File: src/hdl/pta_pkg.sv
// Constants, register map and types of the protection trip aggregator
package pta_pkg;
   localparam int          NUM_ELEM        = 4;
   localparam int          NUM_PHASE       = 3;
   localparam int          DELAY_W         = 16;
   // Register byte offsets
   localparam logic [7:0]  CFG_OFS         = 8'h00;
   localparam logic [7:0]  ELEMCFG_OFS     = 8'h04;
   localparam logic [7:0]  STATUS_OFS      = 8'h08;
   localparam logic [7:0]  ELEMSTAT_OFS    = 8'h0C;
   localparam logic [7:0]  DELAY0_OFS      = 8'h10;
   localparam logic [7:0]  IDENT_OFS       = 8'h20;
   // Global control fields
   localparam int          CFG_ENABLE_BIT  = 0;
   localparam int          CFG_EXBLK_BIT   = 1;
   localparam int          CFG_PERMTB_BIT  = 2;
   localparam int          CFG_EXTTB_BIT   = 3;
   localparam int          CFG_ASGA_BIT    = 4;
   localparam int          CFG_ASGB_BIT    = 5;
   localparam int          CFG_ASGT_BIT    = 6;
   localparam int          CFG_EDIT_BIT    = 7;
   // Element config: supervision-only bits at [3:0], single-phase capable at [11:8]
   localparam int          EC_SUPV_LSB     = 0;
   localparam int          EC_ONEP_LSB     = 8;
   localparam logic [31:0] CFG_RST         = 32'h0000_0001;
   localparam logic [31:0] ELEMCFG_RST     = 32'h0000_0000;
   localparam logic [15:0] DELAY_RST       = 16'h0000_0064;
   // Arbitrary identification value
   localparam logic [31:0] IDENT_VALUE     = 32'h5A5A_0001;
   localparam logic [31:0] UNMAPPED_DATA   = 32'h0000_0000;
   typedef enum logic [2:0] {
      PTA_IDLE = 3'b001,
      PTA_RESP = 3'b010,
      PTA_DONE = 3'b100
   } pta_bus_e;
endpackage

File: src/hdl/pta_top.sv
// Protection frame: availability, blocking, alarm/trip aggregation, Avalon-MM registers
//
// Overview of operation
// - Available only when idle editing and measurements valid
// - Disabled or blocked protection stops all elements
// - Permitted external blocks on assigned inputs block all protection
// - Permanent trip block suppresses every trip command
// - Permitted, assigned trip-block input suppresses trip commands
// - Forward element results only if not supervision-only
// - Supervision-only elements keep local state, no command
// - Element alarms as soon as fault seen
// - Element trips if fault persists past delay
// - General alarm ORs forwarded alarms
// - General trip ORs forwarded trips
// - Trip command only when not blocked
// - Per-phase alarms OR forwarded phase alarms
// - Per-phase trips OR forwarded phase trips
// - Only single-phase capable, non-supervision elements feed phases
module pta_top
   import pta_pkg::*;
(
   input  wire logic                 ref_clk,
   input  wire logic                 rstn,
   input  wire logic [5:0]           avs_address,
   input  wire logic                 avs_read,
   input  wire logic                 avs_write,
   input  wire logic [31:0]          avs_writedata,
   input  wire logic [3:0]           avs_byteenable,
   output logic      [31:0]          avs_readdata,
   output logic                      avs_waitrequest,
   input  wire logic                 measValid,
   input  wire logic                 nonSetParamEdit,
   input  wire logic                 block_input_a,
   input  wire logic                 block_input_b,
   input  wire logic                 trip_block_input,
   input  wire logic [NUM_ELEM-1:0]  elemFault,
   input  wire logic [NUM_PHASE-1:0] elemFaultPhase [NUM_ELEM],
   output logic                      protAvailable,
   output logic                      protActive,
   output logic                      protection_blocked,
   output logic                      generalAlarm,
   output logic                      generalTrip,
   output logic [NUM_PHASE-1:0]      phase_one_alarm,
   output logic [NUM_PHASE-1:0]      phase_one_trip,
   output logic [NUM_ELEM-1:0]       trip_command,
   output logic [NUM_ELEM-1:0]       elemAlarmState,
   output logic [NUM_ELEM-1:0]       elemTripState
);
   logic [31:0]        cfg_reg;
   logic [31:0]        elemCfg_reg;
   logic [DELAY_W-1:0] delay_reg [NUM_ELEM];
   pta_bus_e           busState_reg;
   logic [2:0]         syncA_reg;
   logic [2:0]         syncB_reg;
   logic [2:0]         syncT_reg;
   logic [2:0]         syncM_reg;
   logic [2:0]         syncE_reg;
   logic               blkA_reg;
   logic               blkB_reg;
   logic               blkT_reg;
   logic               measOk_reg;
   logic               editing_reg;
   logic [NUM_ELEM-1:0] alarmRaw;
   logic [NUM_ELEM-1:0] tripRaw;
   logic [NUM_ELEM-1:0] fwdMask;
   logic [NUM_ELEM-1:0] phaseMask;
   logic [NUM_PHASE-1:0] phAlarmNext;
   logic [NUM_PHASE-1:0] phTripNext;
   logic               activeNext;
   logic               blockedNext;
   logic               tripBlockNext;
   logic [5:0]         addrLatch_reg;
   logic               wrTaken;

   // Word index decode of a byte offset, shared by read and write paths
   function automatic logic hit(input logic [5:0] addr, input logic [7:0] ofs);
      hit = (addr == ofs[7:2]);
   endfunction

   // Word index of one element's delay register
   function automatic logic delayHit(input logic [5:0] addr, input int idx);
      delayHit = (addr == 6'(DELAY0_OFS[7:2] + idx));
   endfunction

   function automatic logic [31:0] merge(input logic [31:0] old,
                                         input logic [31:0] wd,
                                         input logic [3:0]  be);
      logic [31:0] r;
      r = old;
      for (int i = 0; i < 4; i++) begin
         if (be[i]) begin
            r[i*8 +: 8] = wd[i*8 +: 8];
         end
      end
      merge = r;
   endfunction

   // Pin inputs: three stages, a change counts when stages two and three agree
   always_ff @(posedge ref_clk or negedge rstn) begin
      if (!rstn) begin
         syncA_reg <= '0;
         syncB_reg <= '0;
         syncT_reg <= '0;
         syncM_reg <= '0;
         syncE_reg <= '0;
      end else begin
         syncA_reg <= {syncA_reg[1:0], block_input_a};
         syncB_reg <= {syncB_reg[1:0], block_input_b};
         syncT_reg <= {syncT_reg[1:0], trip_block_input};
         syncM_reg <= {syncM_reg[1:0], measValid};
         syncE_reg <= {syncE_reg[1:0], nonSetParamEdit};
      end
   end

   // Pulses shorter than two cycles never reach the frame
   always_ff @(posedge ref_clk or negedge rstn) begin
      if (!rstn) begin
         blkA_reg    <= 1'b0;
         blkB_reg    <= 1'b0;
         blkT_reg    <= 1'b0;
         measOk_reg  <= 1'b0;
         editing_reg <= 1'b0;
      end else begin
         if (syncA_reg[1] == syncA_reg[2]) begin
            blkA_reg <= syncA_reg[2];
         end
         if (syncB_reg[1] == syncB_reg[2]) begin
            blkB_reg <= syncB_reg[2];
         end
         if (syncT_reg[1] == syncT_reg[2]) begin
            blkT_reg <= syncT_reg[2];
         end
         if (syncM_reg[1] == syncM_reg[2]) begin
            measOk_reg <= syncM_reg[2];
         end
         if (syncE_reg[1] == syncE_reg[2]) begin
            editing_reg <= syncE_reg[2];
         end
      end
   end

   // Frame decisions
   always_comb begin
      // Unassigned inputs are masked by their assign bits
      blockedNext = cfg_reg[CFG_EXBLK_BIT]
                    && ((cfg_reg[CFG_ASGA_BIT] && blkA_reg)
                        || (cfg_reg[CFG_ASGB_BIT] && blkB_reg));
      activeNext  = cfg_reg[CFG_ENABLE_BIT] && !blockedNext;
      tripBlockNext = cfg_reg[CFG_PERMTB_BIT]
                      || (cfg_reg[CFG_EXTTB_BIT] && cfg_reg[CFG_ASGT_BIT]
                          && blkT_reg);
      fwdMask   = ~elemCfg_reg[EC_SUPV_LSB +: NUM_ELEM];
      phaseMask = fwdMask & elemCfg_reg[EC_ONEP_LSB +: NUM_ELEM];
   end

   // Elements clear their timers while protection is off
   genvar g;
   generate
      for (g = 0; g < NUM_ELEM; g++) begin : gElem
         pta_element uElem (
            .ref_clk     (ref_clk),
            .rstn        (rstn),
            .enable      (activeNext),
            .fault       (elemFault[g]),
            .delayCycles (delay_reg[g]),
            .alarm       (alarmRaw[g]),
            .trip        (tripRaw[g])
         );
      end
   endgenerate

   // Phase ORs see only forwarded, single-phase capable elements
   always_comb begin
      phAlarmNext = '0;
      phTripNext  = '0;
      for (int e = 0; e < NUM_ELEM; e++) begin
         if (phaseMask[e]) begin
            phAlarmNext = phAlarmNext | (alarmRaw[e] ? elemFaultPhase[e] : '0);
            phTripNext  = phTripNext | (tripRaw[e] ? elemFaultPhase[e] : '0);
         end
      end
   end

   // Frame state: availability, active, blocked
   always_ff @(posedge ref_clk or negedge rstn) begin
      if (!rstn) begin
         protAvailable      <= 1'b0;
         protActive         <= 1'b0;
         protection_blocked <= 1'b0;
      end else begin
         protAvailable      <= !editing_reg && !cfg_reg[CFG_EDIT_BIT] && measOk_reg;
         protActive         <= activeNext;
         protection_blocked <= blockedNext;
      end
   end

   // General signals only see forwarded elements
   always_ff @(posedge ref_clk or negedge rstn) begin
      if (!rstn) begin
         generalAlarm <= 1'b0;
         generalTrip  <= 1'b0;
      end else begin
         generalAlarm <= |(alarmRaw & fwdMask);
         generalTrip  <= |(tripRaw & fwdMask);
      end
   end

   always_ff @(posedge ref_clk or negedge rstn) begin
      if (!rstn) begin
         phase_one_alarm <= '0;
         phase_one_trip  <= '0;
      end else begin
         phase_one_alarm <= phAlarmNext;
         phase_one_trip  <= phTripNext;
      end
   end

   // Blocked commands still leave alarms and trips visible
   always_ff @(posedge ref_clk or negedge rstn) begin
      if (!rstn) begin
         trip_command <= '0;
      end else begin
         trip_command <= tripBlockNext ? '0 : (tripRaw & fwdMask);
      end
   end

   // Local states kept for supervision-only elements too
   always_ff @(posedge ref_clk or negedge rstn) begin
      if (!rstn) begin
         elemAlarmState <= '0;
         elemTripState  <= '0;
      end else begin
         elemAlarmState <= alarmRaw;
         elemTripState  <= tripRaw;
      end
   end

   // Avalon slave: request taken in IDLE, answered one cycle later
   always_ff @(posedge ref_clk or negedge rstn) begin
      if (!rstn) begin
         busState_reg  <= PTA_IDLE;
         addrLatch_reg <= '0;
      end else begin
         case (busState_reg)
            PTA_IDLE: begin
               if (avs_read || avs_write) begin
                  busState_reg  <= PTA_RESP;
                  addrLatch_reg <= avs_address;
               end
            end
            PTA_RESP: begin
               busState_reg <= PTA_DONE;
            end
            PTA_DONE: begin
               busState_reg <= PTA_IDLE;
            end
            default: begin
               busState_reg <= PTA_IDLE;
            end
         endcase
      end
   end

   // Waitrequest low for exactly one cycle per request
   always_ff @(posedge ref_clk or negedge rstn) begin
      if (!rstn) begin
         avs_waitrequest <= 1'b1;
      end else begin
         avs_waitrequest <= !(busState_reg == PTA_IDLE && (avs_read || avs_write));
      end
   end

   // Writes land at the edge where waitrequest is seen low
   assign wrTaken = busState_reg == PTA_RESP && avs_write;

   always_ff @(posedge ref_clk or negedge rstn) begin
      if (!rstn) begin
         cfg_reg <= CFG_RST;
      end else if (wrTaken && hit(addrLatch_reg, CFG_OFS)) begin
         cfg_reg <= merge(cfg_reg, avs_writedata, avs_byteenable) & 32'h0000_00FF;
      end
   end

   always_ff @(posedge ref_clk or negedge rstn) begin
      if (!rstn) begin
         elemCfg_reg <= ELEMCFG_RST;
      end else if (wrTaken && hit(addrLatch_reg, ELEMCFG_OFS)) begin
         elemCfg_reg <= merge(elemCfg_reg, avs_writedata, avs_byteenable)
                        & 32'h0000_0F0F;
      end
   end

   // Delay registers keep only the low half of the word
   always_ff @(posedge ref_clk or negedge rstn) begin
      if (!rstn) begin
         for (int i = 0; i < NUM_ELEM; i++) begin
            delay_reg[i] <= DELAY_RST;
         end
      end else if (wrTaken) begin
         for (int i = 0; i < NUM_ELEM; i++) begin
            if (delayHit(addrLatch_reg, i)) begin
               delay_reg[i] <= 16'(merge({16'h0000, delay_reg[i]}, avs_writedata,
                                         avs_byteenable));
            end
         end
      end
   end

   // Read data taken at the request edge, stands until the next read
   always_ff @(posedge ref_clk or negedge rstn) begin
      if (!rstn) begin
         avs_readdata <= '0;
      end else if (busState_reg == PTA_IDLE && avs_read) begin
         avs_readdata <= UNMAPPED_DATA;
         if (hit(avs_address, CFG_OFS)) begin
            avs_readdata <= cfg_reg;
         end
         if (hit(avs_address, ELEMCFG_OFS)) begin
            avs_readdata <= elemCfg_reg;
         end
         if (hit(avs_address, STATUS_OFS)) begin
            avs_readdata <= {17'h0_0000, phase_one_trip, phase_one_alarm, 3'h0,
                             tripBlockNext, generalTrip, generalAlarm,
                             protection_blocked, protActive, protAvailable};
         end
         if (hit(avs_address, ELEMSTAT_OFS)) begin
            avs_readdata <= {8'h00, 4'h0, trip_command, 4'h0, elemTripState,
                             4'h0, elemAlarmState};
         end
         if (hit(avs_address, IDENT_OFS)) begin
            avs_readdata <= IDENT_VALUE;
         end
         for (int i = 0; i < NUM_ELEM; i++) begin
            if (delayHit(avs_address, i)) begin
               avs_readdata <= {16'h0000, delay_reg[i]};
            end
         end
      end
   end
endmodule

File: src/hdl/pta_element.sv
// One protective element: alarm on fault, trip after its delay
module pta_element
   import pta_pkg::*;
(
   input  wire logic               ref_clk,
   input  wire logic               rstn,
   input  wire logic               enable,
   input  wire logic               fault,
   input  wire logic [DELAY_W-1:0] delayCycles,
   output logic                    alarm,
   output logic                    trip
);
   logic [DELAY_W-1:0] count_reg;

   // Timer restarts whenever the fault vanishes or the element is held off
   always_ff @(posedge ref_clk or negedge rstn) begin
      if (!rstn) begin
         count_reg <= '0;
         alarm     <= 1'b0;
         trip      <= 1'b0;
      end else if (!enable || !fault) begin
         count_reg <= '0;
         alarm     <= 1'b0;
         trip      <= 1'b0;
      end else begin
         alarm <= 1'b1;
         if (count_reg >= delayCycles) begin
            trip <= 1'b1;
         end else begin
            count_reg <= count_reg + 1'b1;
         end
      end
   end
endmodule

File: config.mk
export PLATFORM = sky130hd
export DESIGN_NAME = pta_top
export DESIGN_NICKNAME = d
export VERILOG_FILES = /design/src/hdl/pta_pkg.sv /design/src/hdl/pta_top.sv /design/src/hdl/pta_element.sv
export SDC_FILE = /design/constraint.sdc
export NUM_CORES = 1
export LEC_CHECK = 0
export BUFFER_PORTS_ARGS = -buffer_cell sky130_fd_sc_hd__buf_2
export CAP_MARGIN = 10
export CORE_MARGIN = 2
export CORE_UTILIZATION = 44
export CTS_BUF_LIST = sky130_fd_sc_hd__clkbuf_8
export CTS_CLUSTER_DIAMETER = 40
export DETAILED_ROUTE_END_ITERATION = 8
export GPL_ROUTABILITY_DRIVEN = 0
export PLACE_DENSITY = 0.59
export SLEW_MARGIN = 20
export SYNTH_ARGS = -nofsm -noshare
export SYNTH_HDL_FRONTEND = slang
export SYNTH_HIERARCHICAL = 1
export SYNTH_SLANG_ARGS = --single-unit
File: constraint.sdc
create_clock -name ref_clk -period 6.73 [get_ports ref_clk]
set_input_delay 1.346 -clock ref_clk [delete_from_list [all_inputs] [get_ports ref_clk]]
set_output_delay 1.346 -clock ref_clk [all_outputs]
set_load 0.05 [all_outputs]
==> summary.json, run 1 <==
{
  "internal_power_w": 0.00250,
  "first_global_vias": 9060,
  "maxUsedRoutingLayer": "met4",
  "crit_start": "avs_address[1]",
  "synth.yosys.warnings": 6,
  "yosysUniqueCellTypes": 70,
  "routed_wirelength_mm": 32.8,
  "share_clk_of_total_power_pct": 35.2,
  "post_synth_main_area_contributors": "dfrtp_1 44%, mux2_2 7.8%, ha_1 7.0%, dfstp_2 3.3%, nand3_1 2.9%",
  "synth_sequential_area_ratio_pct": 46.8,
  "routed_length_on_met3_mm": 1.77,
  "critical_path_required_ns": 7.21,
  "finalHoldViolations": 0,
  "global_route_total_usage_across_every_layer_pct": 23.2,
  "timing.clock.skew_ns": 0.0316,
  "drc_errors": 0,
  "worst-setup-path-type": "in2reg",
  "synth_enable_flop_cells": 0,
  "final-max-slew-violation-count": 0,
  "p_total_w": 0.00383,
  "syn_area_um2": 12100,
  "crit_path_max_fanout": 40,
  "clock_path_buffers": 3,
  "synth.avg_cell_area_um2": 10.7,
  "swShare_pct": 34.8,
  "final_antenna_net_count": 0,
  "timing.rr.start": "delay_reg[63]",
  "power_frac_comb_pct": 23.3,
  "timing.critical_path.from_type": "input port",
  "die_x_um": 170,
  "core-area_um2": 27000,
  "wire_per_inst_um": 20.4,
  "ctsHoldBuffers": 0,
  "worst_hold_startpoint": "syncA_reg[0]",
  "synth_top_cells_by_count": "211 x dfrtp_1, 84 x mux2_2, 82 x inv_1",
  "final_setup_violation_count": 0,
  "cp_data_arrival_time_ns": 3.57,
  "cts_tree": "yes",
  "synthFlopType": "dfrtp_1",
  "final.min_clock_period_ns": 3.09,
  "multi_input_comb_area_um2": 5840,
  "clk-insertion-delay-late_ns": 0.57,
  "share_seq_of_total_power_pct": 41.4,
  "fin_crit_sh_pct": 46.0,
  "m1WireLength_mm": 15.1,
  "insertedDiodeCount": 0,
  "slew_headroom_pct": 31.7,
  "globalRouteOverflowTotal": 0,
  "cts-buffers-inserted": 45,
  "synth_async_sr_flop_share_pct": 100,
  "wl_met2_mm": 15.1,
  "netSwitchingPower_w": 0.00133,
  "grt_setup_unrepaired": "false",
  "synthMostInstantiatedCell": "dfrtp_1",
  "finalWorstSetupSlack_ns": 3.64,
  "status": "completed",
  "largest_vdd_supply_drop_uv": 185,
  "via_per_inst": 5.65,
  "place_hpwl_mm": 24.2,
  "hold_worst_slack_ns": 0.348,
  "power.static_leakage_nw": 6.30,
  "area_of_all_placed_cells_without_fillers_um2": 13700,
  "num_rows": 60,
  "maximum_number_of_pins_on_one_net_before_global_route_repair": 123,
  "die_h_um": 170,
  "setup.worst_path.end_class": "flop",
  "cts-root-buf": "clkbuf_8",
  "setup_total_negative_slack_ns": 0,
  "netlist.top_cell.by_area": "dfrtp_1",
  "hold_path.class": "reg2reg",
  "first_iter_violations": 621,
  "worst_pin_slew_ns": 1.02,
  "floorplan.initialDensity_pct": 44.8,
  "fp.dieArea_um2": 28900,
  "postSynthCellCount": 1129,
  "post_route_cells_drive_above_1_share_pct": 24.1,
  "placed_cell_area_um2": 12800,
  "port_buffers": 98,
  "clock_net_sink_count": 226,
  "synth_top_cell_area_share_pct": 43.6,
  "detailroute.via_count": 9108,
  "dp_slack_ns": 3.10,
  "antenna_found_initial": 1,
  "first_pass_grt_wire_length_mm": 51.2,
  "power_density_nw_per_um2": 280,
  "htree_num_levels": 2,
  "maxCapViolCount": 0,
  "fillerInstances": 2508,
  "ctsResizeCount": 0,
  "synth-seq-cells": 226,
  "clk_pin_slew_worst_paths_ns": 0.06,
  "max_clock_freq_mhz": 323,
  "seq_area_um2": 5670,
  "num-nets-final": 1370,
  "area.growth.synth_to_final_pct": 12.8,
  "number_of_optimization_iterations_in_the_first_detailed_route_pass": 5,
  "top_level_ports": 123,
  "post_cts_buffers": 0
}
## worst paths after layout
check	slack, ns	endpoint	cells after the start
max	3.64	avs_readdata[10]	6
min	0.35	syncA_reg[1]	0
max reg2reg	3.93	gElem[0].uElem/count_reg[14]	8
min reg2reg	0.35	syncA_reg[1]	0
max in group asynchronous	4.74	gElem[0].uElem/count_reg[10]	2
min in group asynchronous	0.81	measOk_reg	1
## area by class of cell
type	instances	area share, %
clock inverter	31	1.28
multi-input combinational	779	42.8
clock buffer	51	5.14
timing repair buffer	101	3.92
inverter	82	2.25
tap	341	3.12
sequential	226	41.5
## cell families after synthesis
family,after synthesis,synth area share [%]
AO/OA/AOI/OAI,216,12.3
XOR/XNOR,24,1.73
adder cells (fa/ha/maj),73,7.43
buffers and inverters,129,5.16
flip-flops,226,46.8
multiplexers,108,10.3
other,1,0.0309
AND/OR/NAND/NOR,352,16.2
## power by group through the flow
stage          clock (W)  sequential [W]  combinational (W)
2_1_floorplan          0         0.00163           0.000753
3_3_place_gp           0         0.00161           0.000883
3_5_place_dp           0         0.00161           0.000891
4_1_cts          0.00138         0.00159           0.000894
5_1_grt          0.00145         0.00160           0.000974
6_report         0.00135         0.00159           0.000893
## through the flow
stage               util [%]  std cells
floorplan                  -       1134
global placement        47.3       1529
detailed placement      47.3       1529
CTS                     50.6       1611
global route            50.6       1611
finish                  50.6       1611
## worst max-delay path: stages
cell and delay (ns):
buf_2 0.69, and2_0 0.39, nand3_1 0.30, nor2_1 0.57, a22oi_1 0.14, o21ai_0 0.11
## layout by cell type, fill, tap and decap left out, types with 20 or more instances in the layout
master	instances
nor2_1	69
nand4_1	20
clkbuf_8	51
buf_2	97
nand2_1	67
o21ai_0	34
a21oi_1	63
dfrtp_1	211
mux2_2	84
ha_1	68
nand3_1	70
inv_1	99
## per-layer routing
metal	track usage (%)	up-vias
met1	32.4	4485
met5	0	-
met4	8.25	0
met2	36.8	265
li1	-	4296
met3	3.70	62
Note: power is estimated with default switching activity, not from simulation.
==> inputs of run 2 (changes only) <==
--- a/config.mk
+++ b/config.mk
@@ -13,7 +13,7 @@
 export CTS_CLUSTER_DIAMETER = 40
 export DETAILED_ROUTE_END_ITERATION = 8
 export GPL_ROUTABILITY_DRIVEN = 0
-export PLACE_DENSITY = 0.59
+export PLACE_DENSITY = 0.62
 export SLEW_MARGIN = 20
 export SYNTH_ARGS = -nofsm -noshare
 export SYNTH_HDL_FRONTEND = slang
==> constraint.sdc (replaced) <==
create_clock -name ref_clk -period 2.7 [get_ports ref_clk]
set_input_delay 0.54 -clock ref_clk [delete_from_list [all_inputs] [get_ports ref_clk]]
set_output_delay 0.54 -clock ref_clk [all_outputs]
set_load 0.05 [all_outputs]
==> summary.json, run 2 (same netlist as run 1, synthesis figures left out) <==
{
  "top_usage_layer": "met2",
  "floorplan.initialDensity_pct": 44.8,
  "area.growth.synth_to_final_pct": 15.8,
  "timing.critical_path.from_type": "flop",
  "worst_pin_slew_ns": 0.696,
  "num-nets-final": 1405,
  "max_stage_delay_ns": 0.54,
  "critical_path.slowest_cell": "or4_1",
  "drc_errors": 0,
  "worstReg2RegEnd": "gElem[1].uElem/count_reg[14]",
  "cts-root-buf": "clkbuf_8",
  "fin_crit_sh_pct": 95.0,
  "first_pass_grt_wire_length_mm": 51.1,
  "via_per_inst": 5.66,
  "top_level_ports": 123,
  "area_of_all_placed_cells_without_fillers_um2": 14000,
  "die_h_um": 170,
  "worst_hold_startpoint": "nonSetParamEdit",
  "cts-buffers-inserted": 43,
  "wire_per_inst_um": 19.9,
  "timing.rr.start": "gElem[1].uElem/count_reg[0]",
  "maxCapViolCount": 0,
  "routed_wirelength_mm": 32.8,
  "setup_total_negative_slack_ns": 0,
  "worst_path_dominant_cell_family": "compound AO/OA/AOI/OAI gates",
  "timing.clock.skew_ns": 0.0269,
  "buffers_inverters_on_critical_path": 1,
  "core-area_um2": 27000,
  "number_of_optimization_iterations_in_the_first_detailed_route_pass": 5,
  "first_iter_violations": 605,
  "fp.dieArea_um2": 28900,
  "critical_path_required_ns": 3.17,
  "clk_pin_slew_worst_paths_ns": 0.07,
  "ctsResizeCount": 0,
  "grt.met1_usage_pct": 31.4,
  "antenna_found_initial": 0,
  "path_cells": "inv_1 -> ha_1 -> nand2b_4 -> a2111o_1 -> a32oi_4 -> nand2_4 -> or4_1 -> a21oi_1",
  "final_antenna_net_count": 0,
  "final_cell_mix": "211 x dfrtp_1, 97 x buf_2, 92 x inv_1, 84 x mux2_2, 70 x nand3_1",
  "post_route_cells_drive_above_1_share_pct": 26.5,
  "detailroute.via_count": 9304,
  "crit_path_max_fanout": 21,
  "final-max-slew-violation-count": 0,
  "num_rows": 60,
  "worst-setup-path-type": "reg2reg",
  "finalHoldViolations": 0,
  "timing.hold.worst_endpoint": "syncE_reg[0]",
  "largest_vdd_supply_drop_uv": 287,
  "maximum_number_of_pins_on_one_net_before_global_route_repair": 63,
  "groute.layer.met2.usage_pct": 37.9,
  "placed_cell_area_um2": 13000,
  "cp_data_arrival_time_ns": 3.04,
  "die_x_um": 170,
  "status": "completed",
  "slew_headroom_pct": 52.4,
  "power.static_leakage_nw": 6.49,
  "global_route_total_usage_across_every_layer_pct": 23.1,
  "clock_path_buffers": 3,
  "worst_reg_to_reg_cells": 8,
  "post-route-util_pct": 51.9,
  "hold_path.class": "in2reg",
  "r2r_slack_ns": 0.13,
  "max_clock_freq_mhz": 390,
  "port_buffers": 98,
  "setup.worst_path.end_class": "flop",
  "final.min_clock_period_ns": 2.57,
  "clock_net_sink_count": 226,
  "first_global_vias": 9195,
  "cts_tree": "yes",
  "htree_num_levels": 2,
  "clk-insertion-delay-late_ns": 0.56,
  "insertedDiodeCount": 0,
  "min_delay_path_depth": 1,
  "power_density_nw_per_um2": 722,
  "mostFrequentLayoutCell": "dfrtp_1",
  "globalRouteOverflowTotal": 0,
  "grt_use_met3_pct": 3.70,
  "place_hpwl_mm": 24.8,
  "final_setup_violation_count": 0
}
[run 2: cell types whose count changed in the layout (fill, tap and decap cells not counted), sizes merged]
cell,change
dlygate4sd3,+1
clkbuf,+2
bufinv,+3
inv,-8
buf,+36
[run 2: area by class of cell]
type	instances	area (um2)
fillers	2433	13000
multi-input cells	779	5840
flip-flops and latches	226	5670
repair buffers	138	828
clock buffers	53	729
well taps	341	427
inverters	82	308
clock inverters	26	231
[run 2: report_power, final]
group | internal, W | switching, W
Sequential | 0.00367 | 0.000256
Clock | 0.00217 | 0.00153
Combinational | 0.000944 | 0.00156
Total | 0.00678 | 0.00335
[run 2: per-stage QoR]
step | hold slack [ns] | worst slack (ns) | std cells | power (W)
floorplan | 0.244 | 0.315 | 1134 | 0.00595
global placement | 0.333 | 0.144 | 1563 | 0.00639
detailed placement | 0.337 | 0.150 | 1563 | 0.00643
CTS | 0.0617 | 0.123 | 1643 | 0.0102
global route | 0.0709 | -0.00120 | 1645 | 0.0106
finish | 0.0924 | 0.134 | 1645 | 0.0101
[run 2: repair_timing]
item | CTS | global route
endpoints found under the setup margin | 0 | 2
setup buffers | 0 | 2
hold endpoints to repair | 40 | 0
hold buffers | 1 | 0
[run 2: metal layers]
layer  vias up  wire length [um]  part of all wire (%)
met1      4581             14800                    45
met2       293             15400                    47
met4         0               850                   2.6
met3        68              1800                   5.5
met5         -                 0                     0
li1       4362                 -                     -
[run 2: worst max path at each step]
stage / startpoint / to / cells past startpoint
floorplan: gElem[0].uElem/count_reg[0] / gElem[0].uElem/count_reg[6] / 9
global placement: gElem[1].uElem/count_reg[0] / gElem[1].uElem/count_reg[14] / 8
detailed placement: gElem[1].uElem/count_reg[0] / gElem[1].uElem/count_reg[14] / 8
CTS: gElem[1].uElem/count_reg[0] / gElem[1].uElem/count_reg[14] / 8
global route: gElem[1].uElem/count_reg[0] / gElem[1].uElem/count_reg[14] / 8
finish: gElem[1].uElem/count_reg[0] / gElem[1].uElem/count_reg[14] / 8
[run 2: worst register-to-register path, delay by kind of cell, from the launching register on]
kind | cells | cell delay, ns
buf+inv | 1 | 0.10
compound gates | 3 | 0.88
fa+ha+maj | 1 | 0.23
simple gates | 3 | 0.86
flops | 1 | 0.40
==> inputs of run 3 (changes only) <==
--- a/config.mk
+++ b/config.mk
@@ -13,7 +13,7 @@
 export CTS_CLUSTER_DIAMETER = 40
 export DETAILED_ROUTE_END_ITERATION = 8
 export GPL_ROUTABILITY_DRIVEN = 0
-export PLACE_DENSITY = 0.62
+export PLACE_DENSITY = 0.59
 export SLEW_MARGIN = 20
 export SYNTH_ARGS = -nofsm -noshare
 export SYNTH_HDL_FRONTEND = slang
==> constraint.sdc (replaced) <==
create_clock -name ref_clk -period 2.5 [get_ports ref_clk]
set_input_delay 0.5 -clock ref_clk [delete_from_list [all_inputs] [get_ports ref_clk]]
set_output_delay 0.5 -clock ref_clk [all_outputs]
set_load 0.05 [all_outputs]
==> summary.json, run 3 (same netlist as run 1, synthesis figures left out) <==
{
  "clk_pin_slew_worst_paths_ns": 0.06,
  "clk-insertion-delay-late_ns": 0.54,
  "first_pass_grt_wire_length_mm": 52.9,
  "fin_crit_sh_pct": 97.1,
  "setup_total_negative_slack_ns": 0,
  "cp_data_arrival_time_ns": 2.88,
  "via_per_inst": 5.54,
  "detailroute.via_count": 9233,
  "setup.worst_path.end_class": "flop",
  "hold_worst_slack_ns": 0.0583,
  "worst_pin_slew_ns": 0.681,
  "fp.dieArea_um2": 28900,
  "cts_tree": "yes",
  "num_rows": 60,
  "cell_count_along_the_critical_path": 8,
  "cts-root-buf": "clkbuf_8",
  "mostFrequentLayoutCell": "dfrtp_1",
  "timing.hold.worst_endpoint": "syncA_reg[0]",
  "top_level_ports": 123,
  "maxCapViolCount": 0,
  "slew_headroom_pct": 53.4,
  "path_cells": "inv_2 -> ha_4 -> nand2b_4 -> a2111o_1 -> a32oi_4 -> nand2_4 -> or4_4 -> a21oi_2",
  "place_hpwl_mm": 25.1,
  "critical_path.slowest_cell": "or4_4",
  "largest_vdd_supply_drop_uv": 363,
  "finalWorstSetupSlack_ns": 0.0723,
  "routed_wirelength_mm": 33.8,
  "crit_path_max_fanout": 5,
  "timing.critical_path.from_type": "flop",
  "critical_path_required_ns": 2.96,
  "wire_per_inst_um": 20.3,
  "clock_path_buffers": 3,
  "worst_hold_startpoint": "block_input_a",
  "floorplan.initialDensity_pct": 44.8,
  "first_global_vias": 9475,
  "final_setup_violation_count": 0,
  "die_x_um": 170,
  "fillerInstances": 2465,
  "insertedDiodeCount": 0,
  "hold_path.class": "in2reg",
  "grt_setup_unrepaired": "true",
  "global_route_total_usage_across_every_layer_pct": 23.8,
  "max_clock_freq_mhz": 412,
  "timing.clock.skew_ns": 0.0199,
  "final_antenna_net_count": 0,
  "timing.rr.start": "gElem[3].uElem/count_reg[0]",
  "worst_reg_to_reg_cells": 8,
  "number_of_optimization_iterations_in_the_first_detailed_route_pass": 6,
  "final.min_clock_period_ns": 2.43,
  "post-route-util_pct": 52.9,
  "min_delay_path_depth": 1,
  "max_stage_delay_ns": 0.53,
  "dp_slack_ns": 0.0235,
  "htree_num_levels": 2,
  "antenna_found_initial": 0,
  "num-nets-final": 1427,
  "post_route_cells_drive_above_1_share_pct": 28.8,
  "worst-setup-path-type": "reg2reg",
  "maximum_number_of_pins_on_one_net_before_global_route_repair": 55,
  "clock_net_sink_count": 226,
  "drc_errors": 0,
  "core-area_um2": 27000,
  "first_iter_violations": 470,
  "area.growth.synth_to_final_pct": 18.0,
  "buffers_inverters_on_critical_path": 1,
  "final_cell_mix": "211 x dfrtp_1, 97 x buf_2, 92 x inv_1, 84 x mux2_2, 70 x nand3_1",
  "globalRouteOverflowTotal": 0,
  "port_buffers": 98,
  "power_density_nw_per_um2": 794,
  "r2r_slack_ns": 0.07,
  "worst_path_dominant_cell_family": "compound AO/OA/AOI/OAI gates",
  "worstReg2RegEnd": "gElem[3].uElem/count_reg[13]",
  "finalHoldViolations": 0,
  "status": "completed",
  "die_h_um": 170,
  "cts-buffers-inserted": 44,
  "final-max-slew-violation-count": 0,
  "power.static_leakage_nw": 6.62
}
## run 3: changes by cell type in the layout (fill, tap and decap cells not counted), sizes merged
cell,previous run,this run
buf,137,155
clkinv,8,3
nand2,72,75
bufinv,4,2
clkbuf,53,57
clkinvlp,4,3
inv,92,96
## run 3: report_power, final
| group | internal [W] | total, W | switching (W) |
|---|---|---|---|
| clock | 0.00225 | 0.00387 | 0.00162 |
| sequential | 0.00396 | 0.00424 | 0.000279 |
| combinational | 0.00139 | 0.00325 | 0.00186 |
| total | 0.00759 | 0.0114 | 0.00376 |
## run 3: layout make-up
| type | instances | area (um2) | share of cell area [%] |
|---|---|---|---|
| clock buffer | 57 | 785 | 5.49 |
| clock inverter | 22 | 150 | 1.05 |
| inverter | 82 | 308 | 2.15 |
| multi-input combinational | 782 | 5950 | 41.6 |
| sequential | 226 | 5670 | 39.7 |
| tap | 341 | 427 | 2.98 |
| timing repair buffer | 156 | 1000 | 7.02 |
## run 3: repair_timing
| item | 4_1_cts | 5_1_grt |
|---|---|---|
| setup endpoints to repair | 1 | 20 |
| buffers inserted | 3 | 12 |
| hold buffers | 1 | 0 |
| hold endpoints to repair | 46 | 0 |
| cloned | 0 | 3 |
| resized for setup | 0 | 30 |
| pin swaps | 0 | 24 |
## run 3: metrics by stage
step,area [um2],cells,power (W)
after floorplan,12100,1134,0.00642
after global placement,13100,1568,0.00706
after detailed placement,13100,1568,0.00710
after CTS,14100,1651,0.0111
after global routing,14300,1666,0.0119
final,14300,1666,0.0114
## run 3: worst max-delay path by stage
stage	startpoint	end
after floorplan	gElem[0].uElem/count_reg[0]	gElem[0].uElem/count_reg[6]
after detailed placement	gElem[3].uElem/count_reg[0]	gElem[3].uElem/count_reg[13]
after global routing	gElem[2].uElem/count_reg[0]	gElem[2].uElem/count_reg[11]
after global placement	gElem[3].uElem/count_reg[0]	gElem[3].uElem/count_reg[14]
final	gElem[3].uElem/count_reg[0]	gElem[3].uElem/count_reg[13]
after CTS	gElem[3].uElem/count_reg[0]	gElem[3].uElem/count_reg[13]
## run 3: routing by layer
layer | global-route usage [%] | vias up | wire length, um
met5 | 0 | - | 0
met4 | 6.28 | 0 | 686
met3 | 3.70 | 53 | 1380
met2 | 39.3 | 211 | 15700
met1 | 32.8 | 4576 | 16000
li1 | - | 4393 | -
## run 3: worst reg2reg max path, stage by stage (launching register included)
cell and delay (ns):
dfrtp_1 0.40, inv_2 0.10, ha_4 0.19, nand2b_4 0.13, a2111o_1 0.40, a32oi_4 0.36
nand2_4 0.12, or4_4 0.53, a21oi_2 0.12
